## src/mb_params.svh

```systemverilog
// Purpose: Shared constants for the serial command link
// Assumes: Byte-wide link, one byte per clock when valid
// Notes:   Included by the package and by both ends
`ifndef MB_PARAMS_SVH
`define MB_PARAMS_SVH

`define MB_FN_RD_COIL   8'h01
`define MB_FN_RD_REG    8'h03
`define MB_FN_WR_COIL   8'h05
`define MB_FN_WR_REG    8'h06
`define MB_FN_EXC_FLAG  8'h80

`define MB_EXC_FUNC     8'h01
`define MB_EXC_ADDR     8'h02
`define MB_EXC_DATA     8'h03
`define MB_EXC_REJECT   8'h22

`define MB_COIL_ON      16'hff00
`define MB_COIL_OFF     16'h0000
`define MB_COIL_MAX     6'h20
`define MB_REG_MAX      6'h04
`define MB_COIL_LIMIT   16'h0040
`define MB_REG_LIMIT    16'h0040

`define MB_ADDR_BCAST   8'h00
`define MB_ADDR_MIN     8'h01
`define MB_ADDR_MAX     8'h20

`define MB_REQ_LEN      4'h8
`define MB_CNT_SAT      4'hf
`define MB_CRC_INIT     16'hffff
`define MB_CRC_POLY     16'ha001

`define MB_RSP_MAX      4'hd
`define MB_RSP_TIMEOUT  10'h3e8

`endif

```

## src/mb_pkg.sv

```systemverilog
// Purpose: Types and the frame check function for both ends
// Assumes: Constants come from mb_params.svh
// Notes:   Check value is reflected, low byte goes out first
`include "mb_params.svh"

package mb_pkg;

  typedef enum logic [5:0]
  {
    st_rx  = 6'h01,
    st_chk = 6'h02,
    st_rdc = 6'h04,
    st_rdr = 6'h08,
    st_wr  = 6'h10,
    st_tx  = 6'h20
  } slv_state_e;

  typedef enum logic [2:0]
  {
    mst_idle = 3'h1,
    mst_send = 3'h2,
    mst_wait = 3'h4
  } mst_state_e;

  typedef struct packed {
    slv_state_e       st;
    logic [3:0]       cnt;
    logic             bad;
    logic [15:0]      crc;
    logic [7:0][7:0]  rxb;
    logic [10:0][7:0] txb;
    logic [3:0]       txlen;
    logic [3:0]       txi;
    logic             tph;
    logic [5:0]       idx;
    logic [5:0]       num;
    logic [31:0]      coils;
    logic             bcast;
    logic [15:0]      acc_addr;
    logic             acc_coil;
    logic             acc_wr;
    logic [15:0]      acc_wdata;
    logic [7:0]       r_data;
    logic             r_valid;
    logic             r_last;
  } slv_s;

  typedef struct packed {
    mst_state_e       st;
    logic [5:0][7:0]  txb;
    logic [3:0]       txi;
    logic             tph;
    logic [15:0]      crc;
    logic             bcast;
    logic [12:0][7:0] rxb;
    logic [3:0]       rcnt;
    logic [9:0]       tmo;
    logic [7:0]       q_data;
    logic             q_valid;
    logic             q_last;
    logic             rsp_valid;
    logic             rsp_ok;
    logic             rsp_tmo;
    logic [3:0]       rsp_len;
  } mst_s;

  // Frame check over one byte, polynomial x16+x15+x2+1
  function automatic logic [15:0] crc_step(input logic [15:0] c, input logic [7:0] b);
    logic [15:0] r;
    r = c ^ {8'h00, b};
    for (int k = 0; k < 8; k++)
    begin
      r = r[0] ? ((r >> 1) ^ `MB_CRC_POLY) : (r >> 1);
    end
    return r;
  endfunction

endpackage

```

## src/mb_link_if.sv

```systemverilog
// Purpose: Byte link between the control master and the slave
// Assumes: Both ends on one clock; no back-pressure on either direction
// Notes:   q_* carries queries, r_* carries responses; *_last marks frame end
`timescale 1ns/1ps

interface mb_link_if;
  logic [7:0] q_data;
  logic       q_valid;
  logic       q_last;
  logic [7:0] r_data;
  logic       r_valid;
  logic       r_last;

  modport slave_end
  (
    input  q_data,
    input  q_valid,
    input  q_last,
    output r_data,
    output r_valid,
    output r_last
  );

  modport master_end
  (
    output q_data,
    output q_valid,
    output q_last,
    input  r_data,
    input  r_valid,
    input  r_last
  );
endinterface

```

## src/mb_slave.sv

```systemverilog
// Purpose: Slave command handler for coil and holding register access
// Assumes: Queries arrive as whole frames; the master takes every response byte
// Notes:   Access port answers in the same cycle as the registered address
`timescale 1ns/1ps
`include "mb_params.svh"

module mb_slave
(
  input  wire logic        clk_in,
  input  wire logic        srst_in,
  mb_link_if.slave_end     lnk,
  input  wire logic [7:0]  my_addr_in,
  output logic      [15:0] acc_addr_out,
  output logic             acc_coil_out,
  output logic             acc_wr_out,
  output logic      [15:0] acc_wdata_out,
  input  wire logic        acc_rd_coil_in,
  input  wire logic [15:0] acc_rd_reg_in,
  input  wire logic        acc_wr_rej_in
);

  mb_pkg::slv_s q;
  mb_pkg::slv_s d;

  logic [7:0]  f_adr;
  logic [7:0]  f_fn;
  logic [15:0] f_w0;
  logic [15:0] f_w1;
  logic [7:0]  exc;
  logic        ok;
  logic        bit_v;
  logic [3:0]  nbytes;
  logic [3:0]  ti;

  assign f_adr = q.rxb[0];
  assign f_fn  = q.rxb[1];
  assign f_w0  = {q.rxb[2], q.rxb[3]};
  assign f_w1  = {q.rxb[4], q.rxb[5]};

  assign acc_addr_out  = q.acc_addr;
  assign acc_coil_out  = q.acc_coil;
  assign acc_wr_out    = q.acc_wr;
  assign acc_wdata_out = q.acc_wdata;
  assign lnk.r_data    = q.r_data;
  assign lnk.r_valid   = q.r_valid;
  assign lnk.r_last    = q.r_last;

  always_comb
  begin
    d      = q;
    exc    = 8'h00;
    ok     = 1'b0;
    bit_v  = 1'b0;
    nbytes = 4'h0;
    ti     = 4'h0;
    d.r_valid = 1'b0;
    d.r_last  = 1'b0;
    d.acc_wr  = 1'b0;
    unique case (q.st)
      mb_pkg::st_rx:
      begin
        if (lnk.q_valid)
        begin
          if (q.cnt < `MB_REQ_LEN)
          begin
            d.rxb[q.cnt[2:0]] = lnk.q_data;
          end
          else
          begin
            d.bad = 1'b1;
          end
          if (q.cnt != `MB_CNT_SAT)
          begin
            d.cnt = q.cnt + 4'h1;
          end
          d.crc = mb_pkg::crc_step(q.crc, lnk.q_data);
          if (lnk.q_last)
          begin
            d.st = mb_pkg::st_chk;
          end
        end
      end
      mb_pkg::st_chk:
      begin
        d.st    = mb_pkg::st_rx;
        d.cnt   = 4'h0;
        d.bad   = 1'b0;
        d.crc   = `MB_CRC_INIT;
        d.idx   = 6'h00;
        d.coils = 32'h0000_0000;
        d.txi   = 4'h0;
        d.tph   = 1'b0;
        d.bcast = (f_adr == `MB_ADDR_BCAST);
        ok = (q.cnt == `MB_REQ_LEN) && !q.bad && (q.crc == 16'h0000)
          && (my_addr_in >= `MB_ADDR_MIN) && (my_addr_in <= `MB_ADDR_MAX)
          && ((f_adr == my_addr_in) || (f_adr == `MB_ADDR_BCAST));
        if (f_adr == `MB_ADDR_BCAST && f_fn != `MB_FN_WR_COIL && f_fn != `MB_FN_WR_REG)
        begin
          ok = 1'b0;
        end
        if (ok)
        begin
          d.txb[0]   = f_adr;
          d.txb[1]   = f_fn;
          d.acc_addr = f_w0;
          unique case (f_fn)
            `MB_FN_RD_COIL:
            begin
              if (f_w1 == 16'h0000 || f_w1 > {10'h000, `MB_COIL_MAX})
              begin
                exc = `MB_EXC_DATA;
              end
              else
              begin
                d.num      = f_w1[5:0];
                d.acc_coil = 1'b1;
                d.st       = mb_pkg::st_rdc;
              end
            end
            `MB_FN_RD_REG:
            begin
              if (f_w1 == 16'h0000 || f_w1 > {10'h000, `MB_REG_MAX})
              begin
                exc = `MB_EXC_DATA;
              end
              else if ({1'b0, f_w0} + {1'b0, f_w1} > {1'b0, `MB_REG_LIMIT})
              begin
                exc = `MB_EXC_ADDR;
              end
              else
              begin
                d.num      = f_w1[5:0];
                d.acc_coil = 1'b0;
                d.st       = mb_pkg::st_rdr;
              end
            end
            `MB_FN_WR_COIL:
            begin
              if (f_w1 != `MB_COIL_ON && f_w1 != `MB_COIL_OFF)
              begin
                exc = `MB_EXC_DATA;
              end
              else if (f_w0 >= `MB_COIL_LIMIT)
              begin
                exc = `MB_EXC_ADDR;
              end
              else
              begin
                d.acc_coil  = 1'b1;
                d.acc_wdata = {15'h0000, (f_w1 == `MB_COIL_ON)};
                d.acc_wr    = 1'b1;
                d.st        = mb_pkg::st_wr;
              end
            end
            `MB_FN_WR_REG:
            begin
              if (f_w0 >= `MB_REG_LIMIT)
              begin
                exc = `MB_EXC_ADDR;
              end
              else
              begin
                d.acc_coil  = 1'b0;
                d.acc_wdata = f_w1;
                d.acc_wr    = 1'b1;
                d.st        = mb_pkg::st_wr;
              end
            end
            default:
            begin
              exc = `MB_EXC_FUNC;
            end
          endcase
          if (exc != 8'h00)
          begin
            d.txb[1] = f_fn | `MB_FN_EXC_FLAG;
            d.txb[2] = exc;
            d.txlen  = 4'h3;
            d.st     = (f_adr == `MB_ADDR_BCAST) ? mb_pkg::st_rx : mb_pkg::st_tx;
          end
        end
      end
      mb_pkg::st_rdc:
      begin
        bit_v = (q.acc_addr < `MB_COIL_LIMIT) ? acc_rd_coil_in : 1'b0;
        d.coils[q.idx[4:0]] = bit_v;
        d.acc_addr = (q.acc_addr == 16'hffff) ? q.acc_addr : q.acc_addr + 16'h0001;
        d.idx      = q.idx + 6'h01;
        if (q.idx == q.num - 6'h01)
        begin
          nbytes   = 4'((q.num + 6'h07) >> 3);
          d.txb[2] = {4'h0, nbytes};
          for (int b = 0; b < 4; b++)
          begin
            d.txb[3 + b] = d.coils[8 * b +: 8];
          end
          d.txlen = 4'h3 + nbytes;
          d.st    = mb_pkg::st_tx;
        end
      end
      mb_pkg::st_rdr:
      begin
        ti = 4'h3 + 4'(q.idx << 1);
        d.txb[ti]        = acc_rd_reg_in[15:8];
        d.txb[ti + 4'h1] = acc_rd_reg_in[7:0];
        d.acc_addr = q.acc_addr + 16'h0001;
        d.idx      = q.idx + 6'h01;
        if (q.idx == q.num - 6'h01)
        begin
          d.txb[2] = {1'b0, q.num, 1'b0};
          d.txlen  = 4'h3 + 4'(q.num << 1);
          d.st     = mb_pkg::st_tx;
        end
      end
      mb_pkg::st_wr:
      begin
        if (acc_wr_rej_in)
        begin
          d.txb[1] = f_fn | `MB_FN_EXC_FLAG;
          d.txb[2] = `MB_EXC_REJECT;
          d.txlen  = 4'h3;
        end
        else
        begin
          for (int b = 2; b < 6; b++)
          begin
            d.txb[b] = q.rxb[b];
          end
          d.txlen = 4'h6;
        end
        d.st = q.bcast ? mb_pkg::st_rx : mb_pkg::st_tx;
      end
      mb_pkg::st_tx:
      begin
        d.r_valid = 1'b1;
        if (q.txi < q.txlen)
        begin
          d.r_data = q.txb[q.txi];
          d.crc    = mb_pkg::crc_step(q.crc, q.txb[q.txi]);
          d.txi    = q.txi + 4'h1;
        end
        else if (!q.tph)
        begin
          d.r_data = q.crc[7:0];
          d.tph    = 1'b1;
        end
        else
        begin
          d.r_data = q.crc[15:8];
          d.r_last = 1'b1;
          d.crc    = `MB_CRC_INIT;
          d.st     = mb_pkg::st_rx;
        end
      end
    endcase
  end

  always_ff @(posedge clk_in)
  begin
    if (srst_in)
    begin
      q       <= '0;
      q.st    <= mb_pkg::st_rx;
      q.crc   <= `MB_CRC_INIT;
    end
    else
    begin
      q <= d;
    end
  end

endmodule

```

## src/flat_wrapper.sv

```systemverilog
// flat-port wrapper written by rule: the top's interface ports become plain ports
module mb_slave_flat 
  (clk_in, srst_in, my_addr_in, acc_addr_out, acc_coil_out, acc_wr_out, acc_wdata_out, acc_rd_coil_in, acc_rd_reg_in, acc_wr_rej_in, lnk_q_data, lnk_q_valid, lnk_q_last, lnk_r_data, lnk_r_valid, lnk_r_last);
  mb_link_if lnk_i ();
  input  wire logic clk_in;
  input  wire logic srst_in;
  input  wire logic [7:0] my_addr_in;
  output logic      [15:0] acc_addr_out;
  output logic acc_coil_out;
  output logic acc_wr_out;
  output logic      [15:0] acc_wdata_out;
  input  wire logic acc_rd_coil_in;
  input  wire logic [15:0] acc_rd_reg_in;
  input  wire logic acc_wr_rej_in;
  input wire logic [$bits(lnk_i.q_data)-1:0] lnk_q_data;
  input wire logic [$bits(lnk_i.q_valid)-1:0] lnk_q_valid;
  input wire logic [$bits(lnk_i.q_last)-1:0] lnk_q_last;
  output wire logic [$bits(lnk_i.r_data)-1:0] lnk_r_data;
  output wire logic [$bits(lnk_i.r_valid)-1:0] lnk_r_valid;
  output wire logic [$bits(lnk_i.r_last)-1:0] lnk_r_last;
  assign lnk_i.q_data = lnk_q_data;
  assign lnk_i.q_valid = lnk_q_valid;
  assign lnk_i.q_last = lnk_q_last;
  assign lnk_r_data = lnk_i.r_data;
  assign lnk_r_valid = lnk_i.r_valid;
  assign lnk_r_last = lnk_i.r_last;
  mb_slave u_core (.clk_in(clk_in), .srst_in(srst_in), .lnk(lnk_i), .my_addr_in(my_addr_in), .acc_addr_out(acc_addr_out), .acc_coil_out(acc_coil_out), .acc_wr_out(acc_wr_out), .acc_wdata_out(acc_wdata_out), .acc_rd_coil_in(acc_rd_coil_in), .acc_rd_reg_in(acc_rd_reg_in), .acc_wr_rej_in(acc_wr_rej_in));
endmodule
```

## config.mk

```make
export PLATFORM = sky130hd
export DESIGN_NAME = mb_slave_flat
export DESIGN_NICKNAME = d
export VERILOG_FILES = /design/src/mb_pkg.sv /design/src/mb_link_if.sv /design/src/mb_slave.sv /design/src/flat_wrapper.sv
export VERILOG_INCLUDE_DIRS = /design/src /design/src/src
export SDC_FILE = /design/constraint.sdc
export NUM_CORES = 1
export LEC_CHECK = 0
export BUFFER_PORTS_ARGS = -buffer_cell sky130_fd_sc_hd__buf_2
export CELL_PAD_IN_SITES_DETAIL_PLACEMENT = 1
export CELL_PAD_IN_SITES_GLOBAL_PLACEMENT = 2
export CORE_MARGIN = 10
export CORE_UTILIZATION = 30
export DETAILED_ROUTE_END_ITERATION = 8
export PLACE_DENSITY_LB_ADDON = 0.05
export SKIP_LAST_GASP = 1
export SLEW_MARGIN = 25
export SYNTH_ARGS = -nofsm -noshare
export SYNTH_HDL_FRONTEND = slang
export SYNTH_SLANG_ARGS = --single-unit
```

## constraint.sdc

```tcl
create_clock -name clk_in -period 4.4 [get_ports clk_in]
set_input_delay 0.88 -clock clk_in [delete_from_list [all_inputs] [get_ports clk_in]]
set_output_delay 0.88 -clock clk_in [all_outputs]
set_load 0.01 [all_outputs]
```

==> metrics.md <==
| Metric | Value |
|---|---|
| Buffers on Ports | 81 |
| Initial antenna violation count | 1 |
| CP Buf/Inv Count | 0 |
| Cell area after synthesis | 15100 µm² |
| DRT Wirelength | 63900 µm |
| Critical path endpoint | u_core.q[119] |
| Synth cell count leaders | 275 x nor2_1, 261 x dfxtp_1, 158 x a21oi_1, 158 x nand2_1, 128 x mux2i_1 |
| Crit Path Class | reg -> reg |
| Mapped Cells | 1859 |
| Post-CTS setup buffers | 0 |
| Cts hold-fix bufs | 0 |
| Cell variety after synth | 78 |
| GRT Resource Usage Total | 20.9% |
| Max VDD drop | 0.000200 V |
| Fin. Hold Viols | 0 |
| RSZ-0062 raised after global routing | false |
| Count leader, synth | nor2_1 |
| Multi-input gate area | 9000 µm² |
| Slew Viols, Final | 0 |
| Max Cap Violations | 0 |
| Setup TNS | 0 ns |
| Status | completed |
| YS warnings | 0 |
| Largest net degree at the start of global routing | 162 |
| Seq cells post-synth | 261 |
| Area leader, netlist | dfxtp_1 |
| First-pass GRT wire length | 95200 µm |
| Root buf cell | clkbuf_16 |
| Total grt overflow | 0 |
| Initial DRT Pass Iterations | 5 |
| Worst path top cell family by delay | compound AO/OA/AOI/OAI gates |
| Rows | 82 |
| Fin Clk Skew | 0.0229 ns |
| CTS sink cnt | 261 |
| Vias in the first global route | 14.2k |
| Syn nets | 1929 |
| Ratio of cells with drive above 1 in the final layout | 14.5% |
| Vias | 14.0k |
| Number of synthesized flops with an enable pin | 0 |
| CP cell instances | ha_1 > fa_1 > a21oi_1 > o22ai_2 > a41o_1 > o21a_1 > xnor2_1 > or4_4 > nor4_4 > o2111ai_2 > and2_1 > a311oi_2 |
| Tightest Pin Transition | 0.981 ns |
| Placer Congestion | 0.850 |
| Leak Pwr | 6.68 nW |
| Worst path depth | 12 |
| HPWL Detailed | 46300 µm |
| I/O pins | 82 |
| Critical path data required time | 4.87 ns |
| Avg Synthesized Cell Area | 8.14 µm² |
| Critical Path Start | u_core.f_w0[0] |
| Critical Path Start Type | flip-flop |
| Die span in x | 245 µm |
| CORE AREA | 50000 µm² |
| Fin crit share | 92.0% |
| DIE AREA | 59800 µm² |
| Filler cell count | 5900 |
| Clock period minus worst slack | 4.05 ns |
| CTS Buf Count | 36 |
| H-tree depth | 2 |
| Fmax | 247 MHz |
| Critical path peak fanout | 8 |
| Layout Nets | 1945 |
| Slowest stage cell, crit path | nor4_4 |
| Area Growth Syn to Fin | 14.8% |
| Post-route ant nets | 0 |
| Worst R2R Setup Slack | 0.35 ns |
| CTS tree | built |
| CP Capture Type | flip-flop |
| Ys flop type | dfxtp_1 |
| Worst R2R Start | u_core.f_w0[0] |
| Async S/R FF share, synth | 0% |
| Pwr/cell area | 354 nW/µm² |
| Total power | 6.15 mW |
| Initial Util | 30.3% |
| Slew margin rel. | 34.5% |
| Clock Path Buffers | 3 |
| Seq/Total Area, Yosys | 34.5% |
| DRT iter0 DRCs | 770 |
| WL/cell | 24.9 µm |
| FF-to-FF path depth | 12 |
| Crit path DAT | 4.52 ns |
| Worst Hold Class | reg -> reg |
| CTS resizes | 0 |
| Setup violators final | 0 |
| Register area | 5230 µm² |
| Via density per instance | 5.45 |
| Top post-synthesis cells by area | dfxtp_1 35%, mux2i_1 8.5%, nor2_1 6.8% |
| Worst skew pair latency | 0.56 ns |
| Post-route DRC | 0 |
| Die height | 245 µm |
| Clock slew at reported path FFs | 0.06 ns |
| R2r endpoint | u_core.q[119] |
| Crit path largest cell delay | 0.53 ns |
| Post-synth top area share | 34.5% |
[worst register-to-register path, delay by kind of cell (launching register included)]
family	cells	cell delay [ns]
AO/OA/AOI/OAI	6	1.44
AND/OR/NAND/NOR	3	1.40
adder cells (fa/ha/maj)	2	0.65
flip-flops	1	0.34
XOR/XNOR	1	0.12
[registers in the layout (all words and copies together) (netlist names)]
name and cells:
u_core.f_w0 16, u_core.q 169, u_core.acc_wdata_out 16, u_core.lnk.r_valid 1, u_core.f_adr 8, u_core.lnk.r_last 1, u_core.acc_coil_out 1, u_core.lnk.r_data 8
u_core.f_w1 16, u_core.acc_addr_out 16, u_core.acc_wr_out 1, u_core.f_fn 8
[layer usage]
layer | GRT usage [%] | vias up | part of all wire (%)
li1 | - | 6655 | -
met1 | 27.3 | 7018 | 46
met2 | 33.6 | 227 | 46
met3 | 3.53 | 103 | 3.6
met4 | 8.91 | 2 | 4.2
met5 | 0 | - | 0.011
[metrics by stage]
stage,utilization [%],instance area (µm²),hold slack [ns],std cells,setup slack (ns)
finish,34.8,17400,0.450,2571,0.353
global route,34.8,17400,0.465,2570,0.108
CTS,34.7,17400,0.452,2570,0.317
detailed placement,32.3,16100,0.446,2509,0.337
global placement,32.3,16100,0.437,2509,0.376
floorplan,-,15100,0.430,1859,0.802
[worst min-delay path by stage]
stage	slack (ns)	cells after the start	startpoint	end
floorplan	0.43	2	u_core.q[97]	u_core.q[97]
global placement	0.44	2	u_core.acc_wdata_out[12]	u_core.acc_wdata_out[12]
detailed placement	0.45	2	u_core.acc_wdata_out[12]	u_core.acc_wdata_out[12]
CTS	0.45	2	u_core.acc_wdata_out[12]	u_core.acc_wdata_out[12]
global route	0.47	2	u_core.acc_wdata_out[12]	u_core.acc_wdata_out[12]
finish	0.45	2	u_core.acc_wdata_out[12]	u_core.acc_wdata_out[12]
[final cells by class]
type | instances | share of cell area [%]
Multi-Input combinational cell | 1391 | 51.8
Inverter | 38 | 0.821
Clock inverter | 12 | 1.00
Tap cell | 672 | 4.84
Antenna cell | 1 | 0.0144
Clock buffer | 49 | 6.05
Sequential cell | 261 | 30.1
Timing Repair Buffer | 147 | 5.37
[logic make-up (layout without fill, tap and decap cells)]
| kind of cell | count (synthesis) | after routing | synth area share [%] |
|---|---|---|---|
| and+or+nand+nor | 657 | 657 | 19.9 |
| AOI/OAI and AO/OA | 456 | 456 | 19.7 |
| DFF | 261 | 261 | 34.5 |
| buffers and inverters | 207 | 246 | 6.29 |
| muxes | 163 | 163 | 12.0 |
| xor gates and xnor gates | 83 | 83 | 4.81 |
| adders and majority gates | 32 | 32 | 2.70 |
| other | 0 | 1 | 0 |
[where the power goes]
part           switching (mW)  leakage [nW]  internal, mW
Sequential             0.0677          2.11          2.41
Combinational           0.354          3.97         0.213
Clock                    1.21         0.604          1.90
Total                    1.63          6.68          4.52
[cell usage in the layout, fill, tap and decap left out, types with 14 or more instances in the layout]
| cell | n |
|---|---|
| a21oi_1 | 158 |
| mux2i_1 | 128 |
| mux2_2 | 22 |
| clkbuf_16 | 37 |
| o21ai_0 | 67 |
| a31oi_1 | 16 |
| dfxtp_1 | 261 |
| nor4_1 | 19 |
| nand2_1 | 158 |
| a311oi_1 | 14 |
| buf_4 | 64 |
| a22oi_1 | 48 |
| a211oi_1 | 39 |
| nor3_1 | 27 |
| nor2_1 | 272 |
| xnor2_1 | 46 |
| ha_1 | 31 |
| nand3_1 | 69 |
| buf_2 | 80 |
| inv_1 | 37 |
| xor2_1 | 37 |
| and2_1 | 16 |
| a221oi_1 | 14 |
| o22ai_1 | 16 |
(Power assumes the default switching activity.)
